### src/design/apsc_pkg.sv
// Package for the ADC power-state and calibration sequencer.
// Assumes a 25 MHz system clock; all times except the wake times from sleep and from standby are turned into cycle counts here.
package apsc_pkg;

  localparam int unsigned CLK_HZ = 25000000;

  // Register map of the plain register port, byte offsets.
  localparam logic [7:0] ADDR_CONTROL_ONE_REG   = 8'h00;
  localparam logic [7:0] ADDR_SEQCFG  = 8'h04;
  localparam logic [7:0] ADDR_CMD     = 8'h08;
  localparam logic [7:0] ADDR_STATUS  = 8'h0C;
  localparam logic [7:0] ADDR_SWRST   = 8'h10;

  // Field positions.
  localparam int unsigned CONTROL_ONE_REG_PD_LSB  = 0;
  localparam int unsigned CONTROL_ONE_REG_CAL_LSB = 2;
  localparam int unsigned SEQ_MODE_LSB  = 0;
  localparam int unsigned CMD_MODE_LSB  = 0;

  // Reset values.
  localparam logic [3:0] CONTROL_ONE_REG_RST = 4'h0;
  localparam logic [1:0] SEQ_RST   = 2'h0;

  // Power-down select codes and command mode codes.
  localparam logic [1:0] PD_SLEEP   = 2'h1;
  localparam logic [1:0] PD_STANDBY = 2'h2;
  localparam logic [1:0] PD_RESET   = 2'h3;
  localparam logic [1:0] MODE_PD    = 2'h1;
  localparam logic [1:0] MODE_CAL   = 2'h2;
  localparam logic [1:0] MODE_CONV  = 2'h3;
  localparam logic [1:0] CAL_SELF   = 2'h0;
  localparam logic [1:0] SEQ_MODE1  = 2'h0;

  // Power state status codes.
  localparam logic [1:0] PS_ACTIVE  = 2'h0;
  localparam logic [1:0] PS_SLEEP   = 2'h1;
  localparam logic [1:0] PS_STANDBY = 2'h2;

  // Transition times in nanoseconds, as printed, and derived cycle counts (rounded down).
  localparam longint unsigned T_SLEEP_SLOW_NS = 64'd20000000;
  localparam longint unsigned T_ABORT_NS      = 64'd3000;
  localparam longint unsigned T_RST_SLOW_NS   = 64'd28000000;
  localparam longint unsigned T_RST_ABORT_NS  = 64'd6000;
  localparam longint unsigned T_BOOT_NS       = 64'd10000000;
  localparam longint unsigned T_FAST_WAKE_NS  = 64'd85000;
  localparam longint unsigned T_FAST_SLP_NS   = 64'd15000;
  localparam longint unsigned T_CAL_NS        = 64'd200000000;

  function automatic int unsigned ns_to_cyc(input longint unsigned ns);
    longint unsigned c;
    c = (ns * CLK_HZ) / 64'd1000000000;
    return (c < 64'd1) ? 32'd1 : 32'(c);
  endfunction : ns_to_cyc

  localparam int unsigned CYC_SLEEP_SLOW = ns_to_cyc(T_SLEEP_SLOW_NS);
  localparam int unsigned CYC_ABORT      = ns_to_cyc(T_ABORT_NS);
  localparam int unsigned CYC_RST_SLOW   = ns_to_cyc(T_RST_SLOW_NS);
  localparam int unsigned CYC_RST_ABORT  = ns_to_cyc(T_RST_ABORT_NS);
  localparam int unsigned CYC_BOOT       = ns_to_cyc(T_BOOT_NS);
  localparam int unsigned CYC_FAST_WAKE  = ns_to_cyc(T_FAST_WAKE_NS);
  localparam int unsigned CYC_FAST_SLP   = ns_to_cyc(T_FAST_SLP_NS);
  localparam int unsigned CYC_CAL        = ns_to_cyc(T_CAL_NS);

  typedef enum logic [2:0] {
    APSC_BOOT    = 3'b000,
    APSC_STANDBY = 3'b001,
    APSC_SLEEP   = 3'b010,
    APSC_WAKE    = 3'b011,
    APSC_CONV    = 3'b100,
    APSC_CAL     = 3'b101,
    APSC_GO      = 3'b110
  } apsc_state_t;

  typedef enum logic [1:0] {
    APSC_CAL_NONE   = 2'b00,
    APSC_CAL_OFFSET = 2'b01,
    APSC_CAL_GAIN   = 2'b10
  } apsc_calph_t;

  typedef struct packed {
    logic [7:0]  addr;
    logic [31:0] wdata;
    logic        wr;
    logic        rd;
  } apsc_bus_req_t;

  typedef struct packed {
    logic        running;
    logic        cal_running;
    logic        inputs_shorted;
    logic        inputs_to_ref;
    logic        filter_clear;
    logic        pga_bypass;
  } apsc_analog_t;

  typedef struct packed {
    apsc_state_t state;
    apsc_state_t target;
    apsc_calph_t cal_phase;
    logic [31:0] timer;
    logic [1:0]  pd_sel;
    logic [1:0]  cal_sel;
    logic [1:0]  seq_mode;
    logic [1:0]  ps_status;
    logic        in_reset;
    logic        filt_clr;
    logic        rd_valid;
    logic [31:0] rdata;
  } apsc_st_t;

endpackage : apsc_pkg

### src/design/apsc_seq.sv
// Power-state, reset and self-calibration sequencer of a delta-sigma ADC.
// Assumes a 25 MHz clock, inputs synchronous to it, and a host on a plain register port.
//
// Decided for this implementation: the placing of the registers and the address-and-strobe port.
`timescale 1ns/1ps
`default_nettype none

module apsc_seq #(
  parameter int unsigned SLEEP_SLOW_CYC = apsc_pkg::CYC_SLEEP_SLOW,
  parameter int unsigned RST_SLOW_CYC   = apsc_pkg::CYC_RST_SLOW,
  parameter int unsigned BOOT_CYC       = apsc_pkg::CYC_BOOT,
  parameter int unsigned CAL_CYC        = apsc_pkg::CYC_CAL,
  parameter int unsigned WAKE_SLEEP_CYC = 25000,
  parameter int unsigned WAKE_STBY_CYC  = 250
) (
  input  wire logic                   clk,
  input  wire logic                   rst_b,
  input  wire logic                   clk_en,
  input  wire logic                   hw_reset_n_pin,
  input  wire apsc_pkg::apsc_bus_req_t bus_req,
  output logic [31:0]                 bus_rdata,
  output logic [1:0]                  power_state_status,
  output apsc_pkg::apsc_analog_t      analog_ctl
);

  apsc_pkg::apsc_st_t st_reg;
  apsc_pkg::apsc_st_t st_next;

  // Half of each calibration time is spent per phase.
  localparam int unsigned CAL_HALF = (CAL_CYC / 2 < 1) ? 1 : CAL_CYC / 2;

  function automatic logic [31:0] cyc32(input int unsigned n);
    return 32'(n);
  endfunction : cyc32

  // Every register write strobe goes through this one decoder, so a store and its side effects agree.
  function automatic logic wr_hit(input apsc_pkg::apsc_bus_req_t req, input logic [7:0] a);
    return req.wr && req.addr == a;
  endfunction : wr_hit

  function automatic apsc_pkg::apsc_st_t defaults(input logic keep_boot);
    apsc_pkg::apsc_st_t d;
    d           = '0;
    d.state     = keep_boot ? apsc_pkg::APSC_BOOT : apsc_pkg::APSC_STANDBY;
    d.target    = apsc_pkg::APSC_STANDBY;
    d.cal_phase = apsc_pkg::APSC_CAL_NONE;
    d.pd_sel    = apsc_pkg::CONTROL_ONE_REG_RST[1:0];
    d.cal_sel   = apsc_pkg::CONTROL_ONE_REG_RST[3:2];
    d.seq_mode  = apsc_pkg::SEQ_RST;
    d.ps_status = apsc_pkg::PS_STANDBY;
    d.filt_clr  = 1'b1;
    return d;
  endfunction : defaults

  logic wr_ctrl;
  logic wr_cmd;
  logic [1:0] cmd_mode;
  logic busy;

  always_comb
  begin
    wr_ctrl  = wr_hit(bus_req, apsc_pkg::ADDR_CONTROL_ONE_REG) || wr_hit(bus_req, apsc_pkg::ADDR_SEQCFG);
    wr_cmd   = wr_hit(bus_req, apsc_pkg::ADDR_CMD);
    cmd_mode = bus_req.wdata[apsc_pkg::CMD_MODE_LSB +: 2];
    busy     = st_reg.state == apsc_pkg::APSC_CONV || st_reg.state == apsc_pkg::APSC_CAL;
  end

  always_comb
  begin
    st_next          = st_reg;
    st_next.filt_clr = 1'b0;
    st_next.rd_valid = bus_req.rd;
    if (st_reg.timer != 32'h0000_0000)
    begin
      st_next.timer = st_reg.timer - 32'h0000_0001;
    end

    // Register reads answer in the next cycle; unmapped offsets read zero.
    st_next.rdata = 32'h0000_0000;
    if (bus_req.rd)
    begin
      unique case (bus_req.addr)
        apsc_pkg::ADDR_CONTROL_ONE_REG:  st_next.rdata = {28'h000_0000, st_reg.cal_sel, st_reg.pd_sel};
        apsc_pkg::ADDR_SEQCFG: st_next.rdata = {30'h0000_0000, st_reg.seq_mode};
        apsc_pkg::ADDR_STATUS: st_next.rdata = {29'h0000_0000, st_reg.in_reset,
                                                st_reg.ps_status};
        default:               st_next.rdata = 32'h0000_0000;
      endcase
    end

    // Control register writes.
    if (wr_hit(bus_req, apsc_pkg::ADDR_CONTROL_ONE_REG))
    begin
      st_next.pd_sel  = bus_req.wdata[apsc_pkg::CONTROL_ONE_REG_PD_LSB +: 2];
      st_next.cal_sel = bus_req.wdata[apsc_pkg::CONTROL_ONE_REG_CAL_LSB +: 2];
    end
    if (wr_hit(bus_req, apsc_pkg::ADDR_SEQCFG))
    begin
      st_next.seq_mode = bus_req.wdata[apsc_pkg::SEQ_MODE_LSB +: 2];
    end

    unique case (st_reg.state)
      apsc_pkg::APSC_BOOT:
      begin
        st_next.in_reset = 1'b1;
        if (st_reg.timer == 32'h0000_0000)
        begin
          st_next.state     = apsc_pkg::APSC_STANDBY;
          st_next.in_reset  = 1'b0;
          st_next.ps_status = apsc_pkg::PS_STANDBY;
        end
      end

      // A pending transition: status still shows the old state until the timer ends.
      apsc_pkg::APSC_WAKE:
      begin
        if (st_reg.timer == 32'h0000_0000)
        begin
          st_next.state    = st_reg.target;
          st_next.in_reset = 1'b0;
          unique case (st_reg.target)
            apsc_pkg::APSC_SLEEP:   st_next.ps_status = apsc_pkg::PS_SLEEP;
            apsc_pkg::APSC_CONV:    st_next.ps_status = apsc_pkg::PS_ACTIVE;
            default:                st_next.ps_status = apsc_pkg::PS_STANDBY;
          endcase
        end
      end

      apsc_pkg::APSC_CAL:
      begin
        if (st_reg.timer == 32'h0000_0000)
        begin
          if (st_reg.cal_phase == apsc_pkg::APSC_CAL_OFFSET)
          begin
            st_next.cal_phase = apsc_pkg::APSC_CAL_GAIN;
            st_next.timer     = cyc32(CAL_HALF);
          end
          else
          begin
            st_next.cal_phase = apsc_pkg::APSC_CAL_NONE;
            st_next.state     = apsc_pkg::APSC_STANDBY;
            st_next.ps_status = apsc_pkg::PS_STANDBY;
          end
        end
      end

      default:
      begin
      end
    endcase

    // Command decode; a command with mode 00 does nothing here.
    if (wr_cmd && st_reg.state != apsc_pkg::APSC_BOOT && st_reg.state != apsc_pkg::APSC_WAKE)
    begin
      if (cmd_mode == apsc_pkg::MODE_CONV)
      begin
        if (st_reg.state == apsc_pkg::APSC_SLEEP || st_reg.state == apsc_pkg::APSC_STANDBY)
        begin
          st_next.state    = apsc_pkg::APSC_WAKE;
          st_next.target   = apsc_pkg::APSC_CONV;
          st_next.filt_clr = 1'b1;
          if (st_reg.state == apsc_pkg::APSC_SLEEP)
          begin
            st_next.timer = cyc32(WAKE_SLEEP_CYC + apsc_pkg::CYC_ABORT);
          end
          else
          begin
            st_next.timer = cyc32(WAKE_STBY_CYC + apsc_pkg::CYC_ABORT);
          end
        end
      end
      else if (cmd_mode == apsc_pkg::MODE_CAL)
      begin
        if (st_reg.state == apsc_pkg::APSC_STANDBY && st_reg.cal_sel == apsc_pkg::CAL_SELF)
        begin
          st_next.state     = apsc_pkg::APSC_CAL;
          st_next.cal_phase = apsc_pkg::APSC_CAL_OFFSET;
          st_next.timer     = cyc32(CAL_HALF);
          st_next.filt_clr  = 1'b1;
        end
      end
      else if (cmd_mode == apsc_pkg::MODE_PD)
      begin
        st_next.state = apsc_pkg::APSC_WAKE;
        unique case (st_reg.pd_sel)
          apsc_pkg::PD_SLEEP:
          begin
            st_next.target = apsc_pkg::APSC_SLEEP;
            if (st_reg.state == apsc_pkg::APSC_CONV && st_reg.ps_status == apsc_pkg::PS_ACTIVE)
            begin
              st_next.timer = cyc32(apsc_pkg::CYC_FAST_SLP);
            end
            else if (busy)
            begin
              st_next.timer = cyc32(apsc_pkg::CYC_ABORT);
            end
            else if (st_reg.state == apsc_pkg::APSC_STANDBY)
            begin
              st_next.timer = cyc32(SLEEP_SLOW_CYC);
            end
            else
            begin
              st_next.state = st_reg.state;
            end
          end
          apsc_pkg::PD_STANDBY:
          begin
            st_next.target = apsc_pkg::APSC_STANDBY;
            if (st_reg.state == apsc_pkg::APSC_CONV)
            begin
              st_next.timer = cyc32(apsc_pkg::CYC_FAST_WAKE);
            end
            else if (busy)
            begin
              st_next.timer = cyc32(apsc_pkg::CYC_ABORT);
            end
            else if (st_reg.state == apsc_pkg::APSC_SLEEP)
            begin
              st_next.timer = cyc32(SLEEP_SLOW_CYC);
            end
            else
            begin
              st_next.state = st_reg.state;
            end
          end
          apsc_pkg::PD_RESET:
          begin
            st_next.target = apsc_pkg::APSC_STANDBY;
            if (st_reg.state == apsc_pkg::APSC_SLEEP)
            begin
              st_next.state = st_reg.state;
            end
            else
            begin
              st_next.pd_sel    = apsc_pkg::CONTROL_ONE_REG_RST[1:0];
              st_next.cal_sel   = apsc_pkg::CONTROL_ONE_REG_RST[3:2];
              st_next.seq_mode  = apsc_pkg::SEQ_RST;
              st_next.cal_phase = apsc_pkg::APSC_CAL_NONE;
              st_next.in_reset  = 1'b1;
              st_next.filt_clr  = 1'b1;
              st_next.timer     = busy ? cyc32(apsc_pkg::CYC_RST_ABORT)
                                       : cyc32(RST_SLOW_CYC);
            end
          end
          default:
          begin
            st_next.state = st_reg.state;
          end
        endcase
        // Leaving calibration early must also open the input switches; otherwise the
        // inputs would stay shorted or on the reference through the following state.
        if (busy && st_next.state == apsc_pkg::APSC_WAKE)
        begin
          st_next.cal_phase = apsc_pkg::APSC_CAL_NONE;
        end
      end
    end

    // A control write during activity aborts it to standby.
    if (wr_ctrl && busy)
    begin
      st_next.state     = apsc_pkg::APSC_STANDBY;
      st_next.cal_phase = apsc_pkg::APSC_CAL_NONE;
      st_next.ps_status = apsc_pkg::PS_STANDBY;
      st_next.filt_clr  = 1'b1;
    end

    // Software reset: registers and state machines only, no boot delay.
    if (wr_hit(bus_req, apsc_pkg::ADDR_SWRST))
    begin
      st_next = defaults(1'b0);
    end

    // Pin reset takes priority and replays the full boot wait.
    if (!hw_reset_n_pin)
    begin
      st_next          = defaults(1'b1);
      st_next.timer    = cyc32(BOOT_CYC);
      st_next.in_reset = 1'b1;
    end
  end

  always_ff @(posedge clk)
  begin
    if (!rst_b)
    begin
      st_reg          <= '0;
      st_reg.state    <= apsc_pkg::APSC_BOOT;
      st_reg.target   <= apsc_pkg::APSC_STANDBY;
      st_reg.timer    <= cyc32(BOOT_CYC);
      st_reg.in_reset <= 1'b1;
      st_reg.filt_clr <= 1'b1;
      st_reg.ps_status <= apsc_pkg::PS_STANDBY;
    end
    else if (clk_en)
    begin
      st_reg <= st_next;
    end
  end

  always_comb
  begin
    bus_rdata                     = st_reg.rdata;
    power_state_status            = st_reg.ps_status;
    analog_ctl                    = '0;
    analog_ctl.running            = st_reg.state == apsc_pkg::APSC_CONV;
    analog_ctl.cal_running        = st_reg.state == apsc_pkg::APSC_CAL;
    analog_ctl.inputs_shorted     = st_reg.cal_phase == apsc_pkg::APSC_CAL_OFFSET;
    analog_ctl.inputs_to_ref      = st_reg.cal_phase == apsc_pkg::APSC_CAL_GAIN;
    analog_ctl.filter_clear       = st_reg.filt_clr;
    analog_ctl.pga_bypass         = st_reg.state == apsc_pkg::APSC_CAL;
  end

endmodule : apsc_seq

`default_nettype wire

### config.mk
export PLATFORM = sky130hd
export DESIGN_NAME = apsc_seq
export DESIGN_NICKNAME = d
export VERILOG_FILES = /design/src/design/apsc_pkg.sv /design/src/design/apsc_seq.sv
export SDC_FILE = /design/constraint.sdc
export NUM_CORES = 1
export LEC_CHECK = 0
export BUFFER_PORTS_ARGS = -buffer_cell sky130_fd_sc_hd__buf_2
export CORE_MARGIN = 10
export CORE_UTILIZATION = 52
export CTS_CLUSTER_SIZE = 14
export DETAILED_ROUTE_END_ITERATION = 10
export HOLD_SLACK_MARGIN = 0.08
export PLACE_DENSITY = 0.88
export SYNTH_ARGS = -nofsm -noshare
export SYNTH_HDL_FRONTEND = slang
export SYNTH_SLANG_ARGS = --single-unit
### constraint.sdc
create_clock -name clk -period 3 [get_ports clk]
set_clock_uncertainty 0.15 [all_clocks]
set_input_delay 0.45 -clock clk [delete_from_list [all_inputs] [get_ports clk]]
set_output_delay 0.45 -clock clk [all_outputs]
set_load 0.005 [all_outputs]
* After elaboration in Yosys (flattened, before gate mapping) *
Index checks and enable logic that the tools add are counted.

word-level totals
  register bits after elaboration = 82
  bits of input ports = 46
  output and inout bits = 40
  logic and storage cells = 150

operators by class
  add/subtract/negate cells = 1
  equal/unequal tests = 31
  muxes and demuxes = 84
  reduce and logical (&&, ||, !) cells = 23

operators with widths
  operator                                             number
  two-way mux 32 bit                                   10
  two-way mux 40 bit                                   6
  two-way mux 83 bit                                   2
  two-way mux 34 bit                                   4
  case mux 32 bit (3 select lines)                     1
  two-way mux 46 bit                                   2
  two-way mux 3 bit                                    23
  logical NOT 32 bit                                   1
  nonzero test 32 bit                                  1
  subtractor 32 x 1 -> 32 bit (second input constant)  1
  two-way mux 6 bit                                    5
  two-way mux 2 bit                                    13
  two-way mux 20 bit                                   1
  case mux 3 bit (3 select lines)                      2
  == test 8 x 4 -> 1 bit (second input constant)       2
  two-way mux 15 bit                                   1
  == test 3 x 2 -> 1 bit (second input constant)       4
  case mux 4 bit (3 select lines)                      1
  AND reduction 6 bit                                  2
  == test 2 bit (second input constant)                5
  logical AND 1 bit                                    10
  != test 5 x 2 -> 1 bit (second input constant)       2
  != test 5 bit (second input constant)                2
  == test 3 bit (second input constant)                3
  other kinds (23)                                     35

* Depth between registers and ports, before layout *
Gate-level depths: netlist of run 1.

  word-level depth = 20
  gate-level depth with buffers = 11
  depth with buffers taken out = 9

* Least setup slack after synthesis of run 1 *
No wires, ideal clock.

  kind = reg-to-reg
  from = register st_reg[53] (netlist name)
  to = register st_reg[68] (netlist name)
  data arrival time = 2.864 ns
  slack = -0.138 ns
  stages on the path, launching flop included = 12
  buffers on the path = 4
  period minus slack after synthesis = 3.138 ns
  cell sequence = dfxtp_1 buf_6 or4_4 or4_1 buf_2 or4_4 buf_6 o21ai_4 nor2_2 buf_2 o21ai_1 o31ai_1

on the way
  cells in the longest elaborated chain, start to end = 18
  elaborated cells on any way between the ends = 28

RTL lines
  what                                                                RTL line                        text
  from (decl)                                                         apsc_seq.sv:26                  apsc_pkg::apsc_st_t st_reg;
  from (signal assigned)                                              apsc_seq.sv:297                 st_reg <= st_next;
  subtractor 32 x 1 -> 32 bit or nonzero test 32 bit (tied branches)  apsc_seq.sv:75, apsc_seq.sv:73
  two-way mux 32 bit                                                  apsc_seq.sv:73                  if (st_reg.timer != 32'h0000_0000)
  two-way mux 32 bit                                                  apsc_seq.sv:133                 if (st_reg.cal_phase == apsc_pkg::APSC_CAL_OFFSET)
  two-way mux 34 bit                                                  apsc_seq.sv:131                 if (st_reg.timer == 32'h0000_0000)
  two-way mux 34 bit (*)                                              apsc_seq.sv:102                 unique case (st_reg.state)
  two-way mux 40 bit                                                  apsc_seq.sv:229                 if (st_reg.state == apsc_pkg::APSC_SLEEP)
  two-way mux 40 bit                                                  apsc_seq.sv:185                 unique case (st_reg.pd_sel)
  two-way mux 40 bit                                                  apsc_seq.sv:182                 else if (cmd_mode == apsc_pkg::MODE_PD)
  (+2 left out)                                                       --
  two-way mux 40 bit                                                  apsc_seq.sv:153                 if (wr_cmd && st_reg.state != apsc_pkg::APSC_BOOT && st_reg.state != apsc_pkg::APSC_WAKE)
  case mux 32 bit (3 select lines)                                    apsc_seq.sv:185
  two-way mux 46 bit                                                  apsc_seq.sv:182
  two-way mux 34 bit                                                  apsc_seq.sv:172                 else if (cmd_mode == apsc_pkg::MODE_CAL)
  two-way mux 32 bit                                                  apsc_seq.sv:155                 if (cmd_mode == apsc_pkg::MODE_CONV)
  two-way mux 46 bit (*)                                              apsc_seq.sv:153
  two-way mux 83 bit (*)                                              apsc_seq.sv:269                 if (wr_hit(bus_req, apsc_pkg::ADDR_SWRST))
  two-way mux 83 bit (*)                                              apsc_seq.sv:275                 if (!hw_reset_n_pin)

Every way passes the cells marked *; elsewhere a longest branch is shown, timed or not. The select of a mux whose other input is x is not followed.
A chain may end at the register's enable or synchronous reset.

* Worst setup path after layout of run 1 *
  from = register st_reg[67] (netlist name)
  to = register st_reg (netlist bit power_state_status[1])

on the way
  cells in the longest elaborated chain, start to end = 3
  elaborated cells on any way between the ends = 5

RTL lines
  what                                                               RTL line
  logical NOT 32 bit (*)                                             apsc_seq.sv:106, apsc_seq.sv:117, apsc_seq.sv:131
  != test 5 bit (no line) or != test 5 x 2 -> 1 bit (tied branches)  --
  AND reduction 6 bit (no line) (*)                                  --

Every way passes the cells marked *; elsewhere a longest branch is shown, timed or not.

==> reports/qor.csv, run 1 <==
metric,value,unit
status,finished with violations,
violations,negative setup slack,
nets,812,
initialDrtViolationCount,956,
cts_tree,done,
crit_required,3.02,ns
startpoint_type,register,
area_growth,18.69,%
core_area,0.008763,sq mm
synth_top_area_share,0.2297,
drv_cap,0,
cpMostUsedCell,or4_4,
intPower,0.9707,mW
yosys-top-cells-area,"dfxtp_1 23%, o21ai_0 7.6%, buf_4 5.7%, a21oi_1 5.6%, nand2_1 5.1%",
fmax,318.1,MHz
die_y,115.1,um
synth_edf_count,0,
place_congestion,1.035,
grt_overflow_total,0,
yosysWarnings,0,
cts.hold.buffers_added,0,
slew_viol_final,0,
cts_buffers,5,
vias_per_cell,6.978,
clock-root-buffer,clkbuf_8,
crit_arrival,3.16,ns
setup_viol,4,
min_path_type,in2reg,
ant_nets,0,
power.net_switching,0.4265,mW
slew_headroom,0.4367,
nFillCells,788,
total_power,1.397,mW
grt.total_usage,0.2688,
initial_core_util,0.5370,
dp_cells,854,
yosysMostFrequentCell,o21ai_0,
grt_pass1_vias,5620,
diodes,0,
critPathMaxFanout,6,
clock_path_buffers,2,
ys_async_sr_fraction,0,
synth-seq-cells,54,
die_area,0.01325,sq mm
row_count,34,
clk_pin_slew,0.10,ns
dr_total_vias,6085,
post_drt_wl_per_cell,22.21,um
grt_pass1_wl,29080,um
stdcell_area,0.005585,sq mm
h-tree-depth,2,
endpoint_kind,register,
holdWs,0.2450,ns
synth_top_flop_cell,dfxtp_1,
clock-sinks,54,
syn_inst,679,
synth_common_cells,"71 x o21ai_0, 64 x nand2_1, 54 x dfxtp_1, 53 x a21oi_1, 53 x nor2_1",
portBuffers,29,
antenna_found_initial,0,
dp_hpwl,14240,um
syn_area_per_cell,6.930,sq um
dr.pass1.iters,7,
grt_max_degree,26,
pwr-share-seq,0.524,
tightest_slew,0.8399,ns
placed_area,0.005350,sq mm
yosysSeqAreaShare,0.2297,
layout-drive-gt1-share,0.2291,
swShare,0.3053,
cp_slowest_cell,or4_4,
synth_top_cell_by_area,dfxtp_1,
clock_latency,0.32,ns
ios,86,
power_frac_clock,0.299,
hold_viol_final,0,
routed_wl,19360,um
ys_types,75,
fin_util,0.6374,
largest_reg_flops,47,
power.density,250.2,mW/mm^2
post-route-min-period,3.144,ns
cp_cell_sequence,"or4_4, or4_4, or4_4, nor2_1, o21ai_0, nor4b_2, a31oi_1",
irDropWorstVdd,0.1878,mV
p_comb_frac,0.177,
final_cells,872,
finalCritPeriodShare,1.048,
max_stage_delay,0.60,ns
fin_ws,-0.1435,ns
p_leak,2.137,nW
die_width,115.1,um
crit_type,reg2reg,
rsz0062_at_grt,true,
drc,0,
synth_area,0.004706,sq mm
## final timing paths
kind	start	depth (start not counted)	slack, ns	end
min reg2reg	st_reg[56]$_SDFFE_PN0P_	1	0.34	st_reg[56]$_SDFFE_PN0P_
max reg2reg	st_reg[67]$_SDFFE_PN0P_	7	-0.14	power_state_status[1]$_SDFFE_PN1P_
min	bus_req[4]	3	0.25	st_reg[39]$_SDFFE_PN0P_
max	st_reg[67]$_SDFFE_PN0P_	7	-0.14	power_state_status[1]$_SDFFE_PN1P_
## critical path, delay by kind of cell (launching register included)
family	cells	cell delay [ns]
DFF	1	0.33
AOI/OAI and AO/OA	2	0.28
and+or+nand+nor	5	2.23
## stage by stage
stage               setup TNS (ns)  setup slack [ns]
detailed placement         -0.6104           -0.1097
floorplan                        0          0.001106
CTS                              0           0.01209
global route               -0.5601           -0.2882
finish                     -0.1862           -0.1435
global placement           -0.2289          -0.09134
## placed cells by master, fill, tap and decap left out, types with 18 or more instances in the layout
cell type  synthesis  final
buf_4             36    102
o21ai_0           71     71
nand2_1           64     64
nor2_1            53     52
dfxtp_1           54     52
a21oi_1           53     51
nor3_1            30     29
buf_2              2     29
conb_1             1     28
nor2b_1           20     20
a31oi_1           20     19
nand3_1           18     18
## cells by family (layout without fill, tap and decap cells)
kind of cell	after synthesis	in the layout	share of synthesized area
AND/OR/NAND/NOR	281	283	0.3140
AO/OA/AOI/OAI	231	231	0.3124
buffers and inverters	95	151	0.1082
flip-flops	54	54	0.2297
XOR/XNOR	9	9	0.01675
multiplexers	6	6	0.01276
adder cells (fa/ha/maj)	2	2	0.005317
other	1	28	0.0007969
## routing by layer
layer | up-vias | wire, um | global-route usage | part of all wire
met4 | 0 | 1599 | 0.1741 | 0.083
li1 | 2640 | - | - | -
met3 | 171 | 2083 | 0.07188 | 0.11
met5 | - | 0 | 0 | 0
met1 | 2767 | 6952 | 0.3088 | 0.36
met2 | 507 | 8728 | 0.4321 | 0.45
## final cells by class
class | count | area [sq um] | share of cell area
clock inverters | 1 | 7.507 | 0.001344
repair buffers | 133 | 933.4 | 0.1671
flip-flops and latches | 54 | 1084 | 0.1940
well taps | 108 | 135.1 | 0.02419
clock buffers | 6 | 72.57 | 0.01299
multi-input cells | 559 | 3312 | 0.5930
inverters | 11 | 41.29 | 0.007392
## what timing repair did
action                                 CTS  global route
endpoints found under the hold margin    0             0
gates resized for setup                  0            15
setup endpoints to repair                3            23
pin swaps                                1             6
cloned                                   0             2
setup buffers                            0             9
## power groups by stage
stage	Clock, mW	Combinational (mW)	Sequential, mW
floorplan	0	0.157	0.746
global placement	0	0.215	0.746
detailed placement	0	0.223	0.747
CTS	0.410	0.224	0.730
global route	0.445	0.262	0.732
finish	0.418	0.247	0.732
(Power assumes the default switching activity.)
==> run 2, diff against run 1 <==
--- a/config.mk
+++ b/config.mk
@@ -5,12 +5,14 @@
 export SDC_FILE = /design/constraint.sdc
 export NUM_CORES = 1
 export LEC_CHECK = 0
+export ABC_CLOCK_PERIOD_IN_PS = 3000
 export BUFFER_PORTS_ARGS = -buffer_cell sky130_fd_sc_hd__buf_2
 export CORE_MARGIN = 10
 export CORE_UTILIZATION = 52
 export CTS_CLUSTER_SIZE = 14
 export DETAILED_ROUTE_END_ITERATION = 10
 export HOLD_SLACK_MARGIN = 0.08
+export MAX_ROUTING_LAYER = met4
 export PLACE_DENSITY = 0.88
 export SYNTH_ARGS = -nofsm -noshare
 export SYNTH_HDL_FRONTEND = slang
==> run 2 against run 1 <==
Against the previous run:
- the flow still finishes with violations (negative setup slack)
- design area fell by 0.43%
- non-clock buffer count fell by 8
- clock power rose by 22%
- global-route usage grew 1.5 points
- sequential power is essentially flat
- critical path depth is the same
- first-iteration DRC count increased by 7.9%
- fmax up 3.9%
- final cell count shrank 0.92%
- critical endpoint is now st_reg[80]$_SDFFE_PN0P_
- largest cell class unchanged
==> reports/qor.csv, run 2 (same netlist as run 1, synthesis figures left out) <==
metric,value,unit
finalCritPeriodShare,1.008,
vias_per_cell,6.874,
drc,0,
grt.total_usage,0.2841,
rsz0062_at_grt,true,
post_drt_wl_per_cell,21.92,um
clock_path_buffers,2,
antenna_found_initial,0,
initialDrtViolationCount,1032,
post-route-min-period,3.024,ns
drv_cap,0,
grt_max_degree,26,
area_growth,18.19,%
diodes,0,
slew_headroom,0.5511,
place_congestion,1.073,
status,finished with violations,
cts_buffers,5,
startpoint_type,register,
grt_pass1_wl,29880,um
clock-sinks,54,
grt_overflow_total,0,
final_cell_mix,"91 x buf_4, 69 x o21ai_0, 64 x nand2_1",
p_leak,2.121,nW
critPathMaxFanout,4,
pre_cts_ws,-0.1449,ns
fin_ws,-0.02411,ns
tightest_slew,0.6639,ns
die_width,115.1,um
h-tree-depth,2,
die_y,115.1,um
layout-drive-gt1-share,0.2235,
setup_viol,2,
dr.pass1.iters,6,
dr_total_vias,5939,
endpoint_kind,register,
cts_tree,done,
violations,negative setup slack,
min_path_type,in2reg,
power.density,264.3,mW/mm^2
dp_hpwl,14430,um
critPathLaunch,st_reg[58]$_SDFFE_PN1P_,
ios,86,
dp_cells,850,
holdWs,0.2274,ns
cp-endpoint,st_reg[80]$_SDFFE_PN0P_,
clock_latency,0.32,ns
nets,803,
portBuffers,29,
die_area,0.01325,sq mm
fin_util,0.6346,
reg2reg_from,st_reg[58]$_SDFFE_PN1P_,
r2r_setup_slack,-0.02,ns
final_cells,864,
ant_nets,0,
largest_reg_flops,47,
clk_pin_slew,0.11,ns
core_area,0.008763,sq mm
crit_arrival,3.13,ns
hold_start,bus_req[4],
fmax,330.7,MHz
final_common_cell,buf_4,
routed_wl,18940,um
crit_required,3.10,ns
reg2regPathDepth,7,
row_count,34,
r2r-end,st_reg[80]$_SDFFE_PN0P_,
hold_viol_final,0,
total_power,1.470,mW
initial_core_util,0.5370,
crit_type,reg2reg,
irDropWorstVdd,0.1901,mV
clock-root-buffer,clkbuf_8,
grt_pass1_vias,5636,
slew_viol_final,0,
-- run 2: cell count changes in the layout (fill, tap and decap cells not counted), moves of 2 or more --
cell	change
nor2_4	+3
buf_6	+3
nor4_1	+2
a21oi_1	-2
a21oi_2	+2
buf_4	-11
nor2_2	-2
o21ai_2	+2
o21ai_0	-2
-- run 2: repair_timing --
item / in CTS / in global routing
gates cloned: 0 / 1
setup endpoints to repair: 15 / 24
hold buffers: 0 / 0
pin swaps: 2 / 11
buffers inserted: 0 / 5
gates resized for setup: 3 / 23
-- run 2: area by class of cell --
| type | count | area, sq um |
|---|---|---|
| tap | 108 | 135.1 |
| multi-input combinational | 558 | 3309 |
| fill | 800 | 3202 |
| clock inverter | 1 | 30.03 |
| clock buffer | 7 | 76.32 |
| timing repair buffer | 125 | 884.6 |
| inverter | 11 | 41.29 |
| sequential | 54 | 1085 |
-- run 2: worst min-delay path by stage --
stage | to | depth (start not counted)
CTS | st_reg[39]$_SDFFE_PN0P_ | 3
global placement | st_reg[70]$_SDFFE_PN0P_ | 1
detailed placement | st_reg[76]$_SDFFE_PN0P_ | 2
global route | st_reg[39]$_SDFFE_PN0P_ | 3
floorplan | st_reg[70]$_SDFFE_PN0P_ | 1
finish | st_reg[39]$_SDFFE_PN0P_ | 3
-- run 2: critical path: stages (launching register included) --
cell	delay, ns
dfxtp_2	0.33
or4_4	0.53
or4_4	0.53
or4_4	0.54
buf_4	0.18
or3_1	0.32
a21o_1	0.19
a41oi_2	0.17
-- run 2: stage by stage --
stage	setup TNS, ns	area (sq um)
after floorplan	0	4837
after global placement	-0.6865	5320
after detailed placement	-1.138	5320
after CTS	0	5436
after global routing	-0.7050	5562
final	-0.03325	5562
-- run 2: report_power, final --
group | switching [mW] | internal [mW] | total (mW)
sequential | 0.00926 | 0.723 | 0.733
clock | 0.258 | 0.251 | 0.509
combinational | 0.149 | 0.0793 | 0.228
-- run 2: routing by layer --
metal  GRT usage  wire length, um  vias up
met5           -                0        -
li1            -                -     2618
met4      0.1650             1326        0
met1      0.3333             7109     2719
met3     0.05208             1831      126
met2      0.4452             8669      476
==> run 3, diff against run 2 <==
--- a/config.mk
+++ b/config.mk
@@ -5,15 +5,16 @@
 export SDC_FILE = /design/constraint.sdc
 export NUM_CORES = 1
 export LEC_CHECK = 0
-export ABC_CLOCK_PERIOD_IN_PS = 3000
+export ABC_CLOCK_PERIOD_IN_PS = 3300
 export BUFFER_PORTS_ARGS = -buffer_cell sky130_fd_sc_hd__buf_2
+export CAP_MARGIN = 15
 export CORE_MARGIN = 10
-export CORE_UTILIZATION = 52
+export CORE_UTILIZATION = 55
 export CTS_CLUSTER_SIZE = 14
 export DETAILED_ROUTE_END_ITERATION = 10
 export HOLD_SLACK_MARGIN = 0.08
 export MAX_ROUTING_LAYER = met4
-export PLACE_DENSITY = 0.88
+export PLACE_DENSITY = 0.89
 export SYNTH_ARGS = -nofsm -noshare
 export SYNTH_HDL_FRONTEND = slang
 export SYNTH_SLANG_ARGS = --single-unit
==> constraint.sdc (replaced) <==
create_clock -name clk -period 3.3 [get_ports clk]
set_clock_uncertainty 0.15 [all_clocks]
set_input_delay 0.495 -clock clk [delete_from_list [all_inputs] [get_ports clk]]
set_output_delay 0.495 -clock clk [all_outputs]
set_load 0.005 [all_outputs]
==> run 3 against run 2 <==
Against the previous run:
- the flow now finishes without violations
- wire length shrank 1.7%
- worst hold slack improved by 0.026 ns
- fmax is 6.4% lower
- clock power hardly changed
- clock-buffer cell count decreased by 1
- combinational power shrank 17%
- critical path depth is the same
- worst setup slack gained 0.094 ns
- largest cell class unchanged
- largest power group unchanged
==> reports/qor.csv, run 3 (same netlist as run 1, synthesis figures left out) <==
metric,value,unit
place_congestion,1.036,
power_frac_clock,0.371,
holdWs,0.2535,ns
crit_arrival,3.33,ns
dp_cells,811,
crit_required,3.40,ns
post-route-min-period,3.230,ns
die_y,112.5,um
largest_reg_flops,47,
critPathMaxFanout,11,
clock_latency,0.33,ns
fin_util,0.6239,
cpMostUsedCell,or4_4,
nets,761,
reg2regPathDepth,7,
rsz0062_at_grt,true,
final_cell_mix,"71 x o21ai_0, 64 x nand2_1, 55 x buf_4",
clock-sinks,54,
placed_area,0.005029,sq mm
initialDrtViolationCount,846,
pre_cts_ws,0.03008,ns
pwr-share-seq,0.490,
drc,0,
h-tree-depth,2,
dp_hpwl,14200,um
grt_overflow_total,0,
swShare,0.2882,
slew_headroom,0.4075,
crit_type,reg2reg,
dr.pass1.iters,7,
final_common_cell,o21ai_0,
vias_per_cell,6.890,
status,completed,
r2r_setup_slack,0.07,ns
hold_viol_final,0,
ios,86,
grt.total_usage,0.2863,
clock-root-buffer,clkbuf_8,
finalCritPeriodShare,0.9788,
tns,0,ns
grt_pass1_wl,29220,um
clk_pin_slew,0.12,ns
irDropWorstVdd,0.2019,mV
whs_path_depth,3,
max_stage_delay,0.69,ns
power.density,264.3,mW/mm^2
cts_buffers,5,
endpoint_kind,register,
die_area,0.01266,sq mm
cp_cell_sequence,"or4_4, or4_1, or4_4, nor2_1, buf_4, nand4_1, a21boi_0",
die_width,112.5,um
p_comb_frac,0.139,
routed_wl,18610,um
setup_viol,0,
grt_pass1_vias,5357,
crit_cells,7,
cp_num_buf_inv,1,
fmax,309.6,MHz
antenna_found_initial,0,
fin_ws,0.06980,ns
row_count,33,
drv_cap,0,
post_drt_wl_per_cell,22.72,um
core_area,0.008258,sq mm
min_path_type,in2reg,
grt_max_degree,26,
stdcell_area,0.005152,sq mm
tightest_slew,0.8868,ns
portBuffers,29,
cp_slowest_cell,or4_4,
grt_util_met3,0.06550,
cts_tree,done,
grt_use_met2,0.4450,
path_delay_family,simple AND/OR/NAND/NOR gates,
grt-busiest-layer,met2,
area_growth,9.492,%
intPower,0.9692,mW
power.net_switching,0.3925,mW
nFillCells,770,
clock_path_buffers,2,
final_cells,819,
dr_total_vias,5643,
p_leak,1.906,nW
diodes,0,
gr-usage-met1,0.3282,
total_power,1.362,mW
initial_core_util,0.5698,
slew_viol_final,0,
ant_nets,0,
startpoint_type,register,
layout-drive-gt1-share,0.1555,
[run 3: changes by cell type in the layout (fill, tap and decap cells not counted), moves of 2 or more]
cell      previous run  this run
buf_6                5         0
o21ai_0             69        71
clkbuf_1             2         0
or4_1                9        13
dfxtp_1             51        54
or4_4                6         2
nor2_4               4         0
a21oi_2              4         0
a21oi_1             49        53
dfxtp_2              3         0
o21ai_2              2         0
buf_4               91        55
nor2_2               0         2
[run 3: worst paths after layout]
path	from	endpoint
setup / recovery	st_reg[54]$_SDFFE_PN0P_	st_reg[76]$_SDFFE_PN0P_
hold / removal	bus_req[4]	st_reg[39]$_SDFFE_PN0P_
setup reg to reg	st_reg[54]$_SDFFE_PN0P_	st_reg[76]$_SDFFE_PN0P_
hold reg to reg	st_reg[70]$_SDFFE_PN0P_	st_reg[70]$_SDFFE_PN0P_
[run 3: metal layers]
| layer | part of all wire | vias to the layer above |
|---|---|---|
| met2 | 0.44 | 442 |
| met3 | 0.12 | 113 |
| met1 | 0.37 | 2562 |
| met5 | 0 | - |
| li1 | - | 2526 |
| met4 | 0.073 | 0 |
[run 3: tightest hold or removal path: cells and delay by family]
kind          cells  cell delay, ns
buf+inv           1            0.08
simple gates      1            0.08
mux               1            0.06
[run 3: what timing repair did]
| item | 4_1_cts | 5_1_grt |
|---|---|---|
| endpoints found under the setup margin | 0 | 1 |
| setup buffers | 0 | 0 |
| hold buffers | 0 | 0 |
| gates resized for setup | 0 | 1 |
[run 3: final cells by class]
class	instances	area [sq um]	area share
Clock buffer	6	82.58	0.01603
Clock inverter	2	38.79	0.007528
Inverter	11	41.29	0.008014
Tap cell	105	131.4	0.02550
Multi-Input combinational cell	557	3219	0.6248
Sequential cell	54	1081	0.2098
Timing Repair Buffer	84	558.0	0.1083
[run 3: power by group through the flow]
| stage | clock network [mW] | logic, mW | registers, mW |
|---|---|---|---|
| after floorplan | 0 | 0.141 | 0.678 |
| after global placement | 0 | 0.175 | 0.681 |
| after detailed placement | 0 | 0.179 | 0.681 |
| after CTS | 0.499 | 0.180 | 0.666 |
| after global routing | 0.515 | 0.204 | 0.668 |
| final | 0.506 | 0.189 | 0.667 |
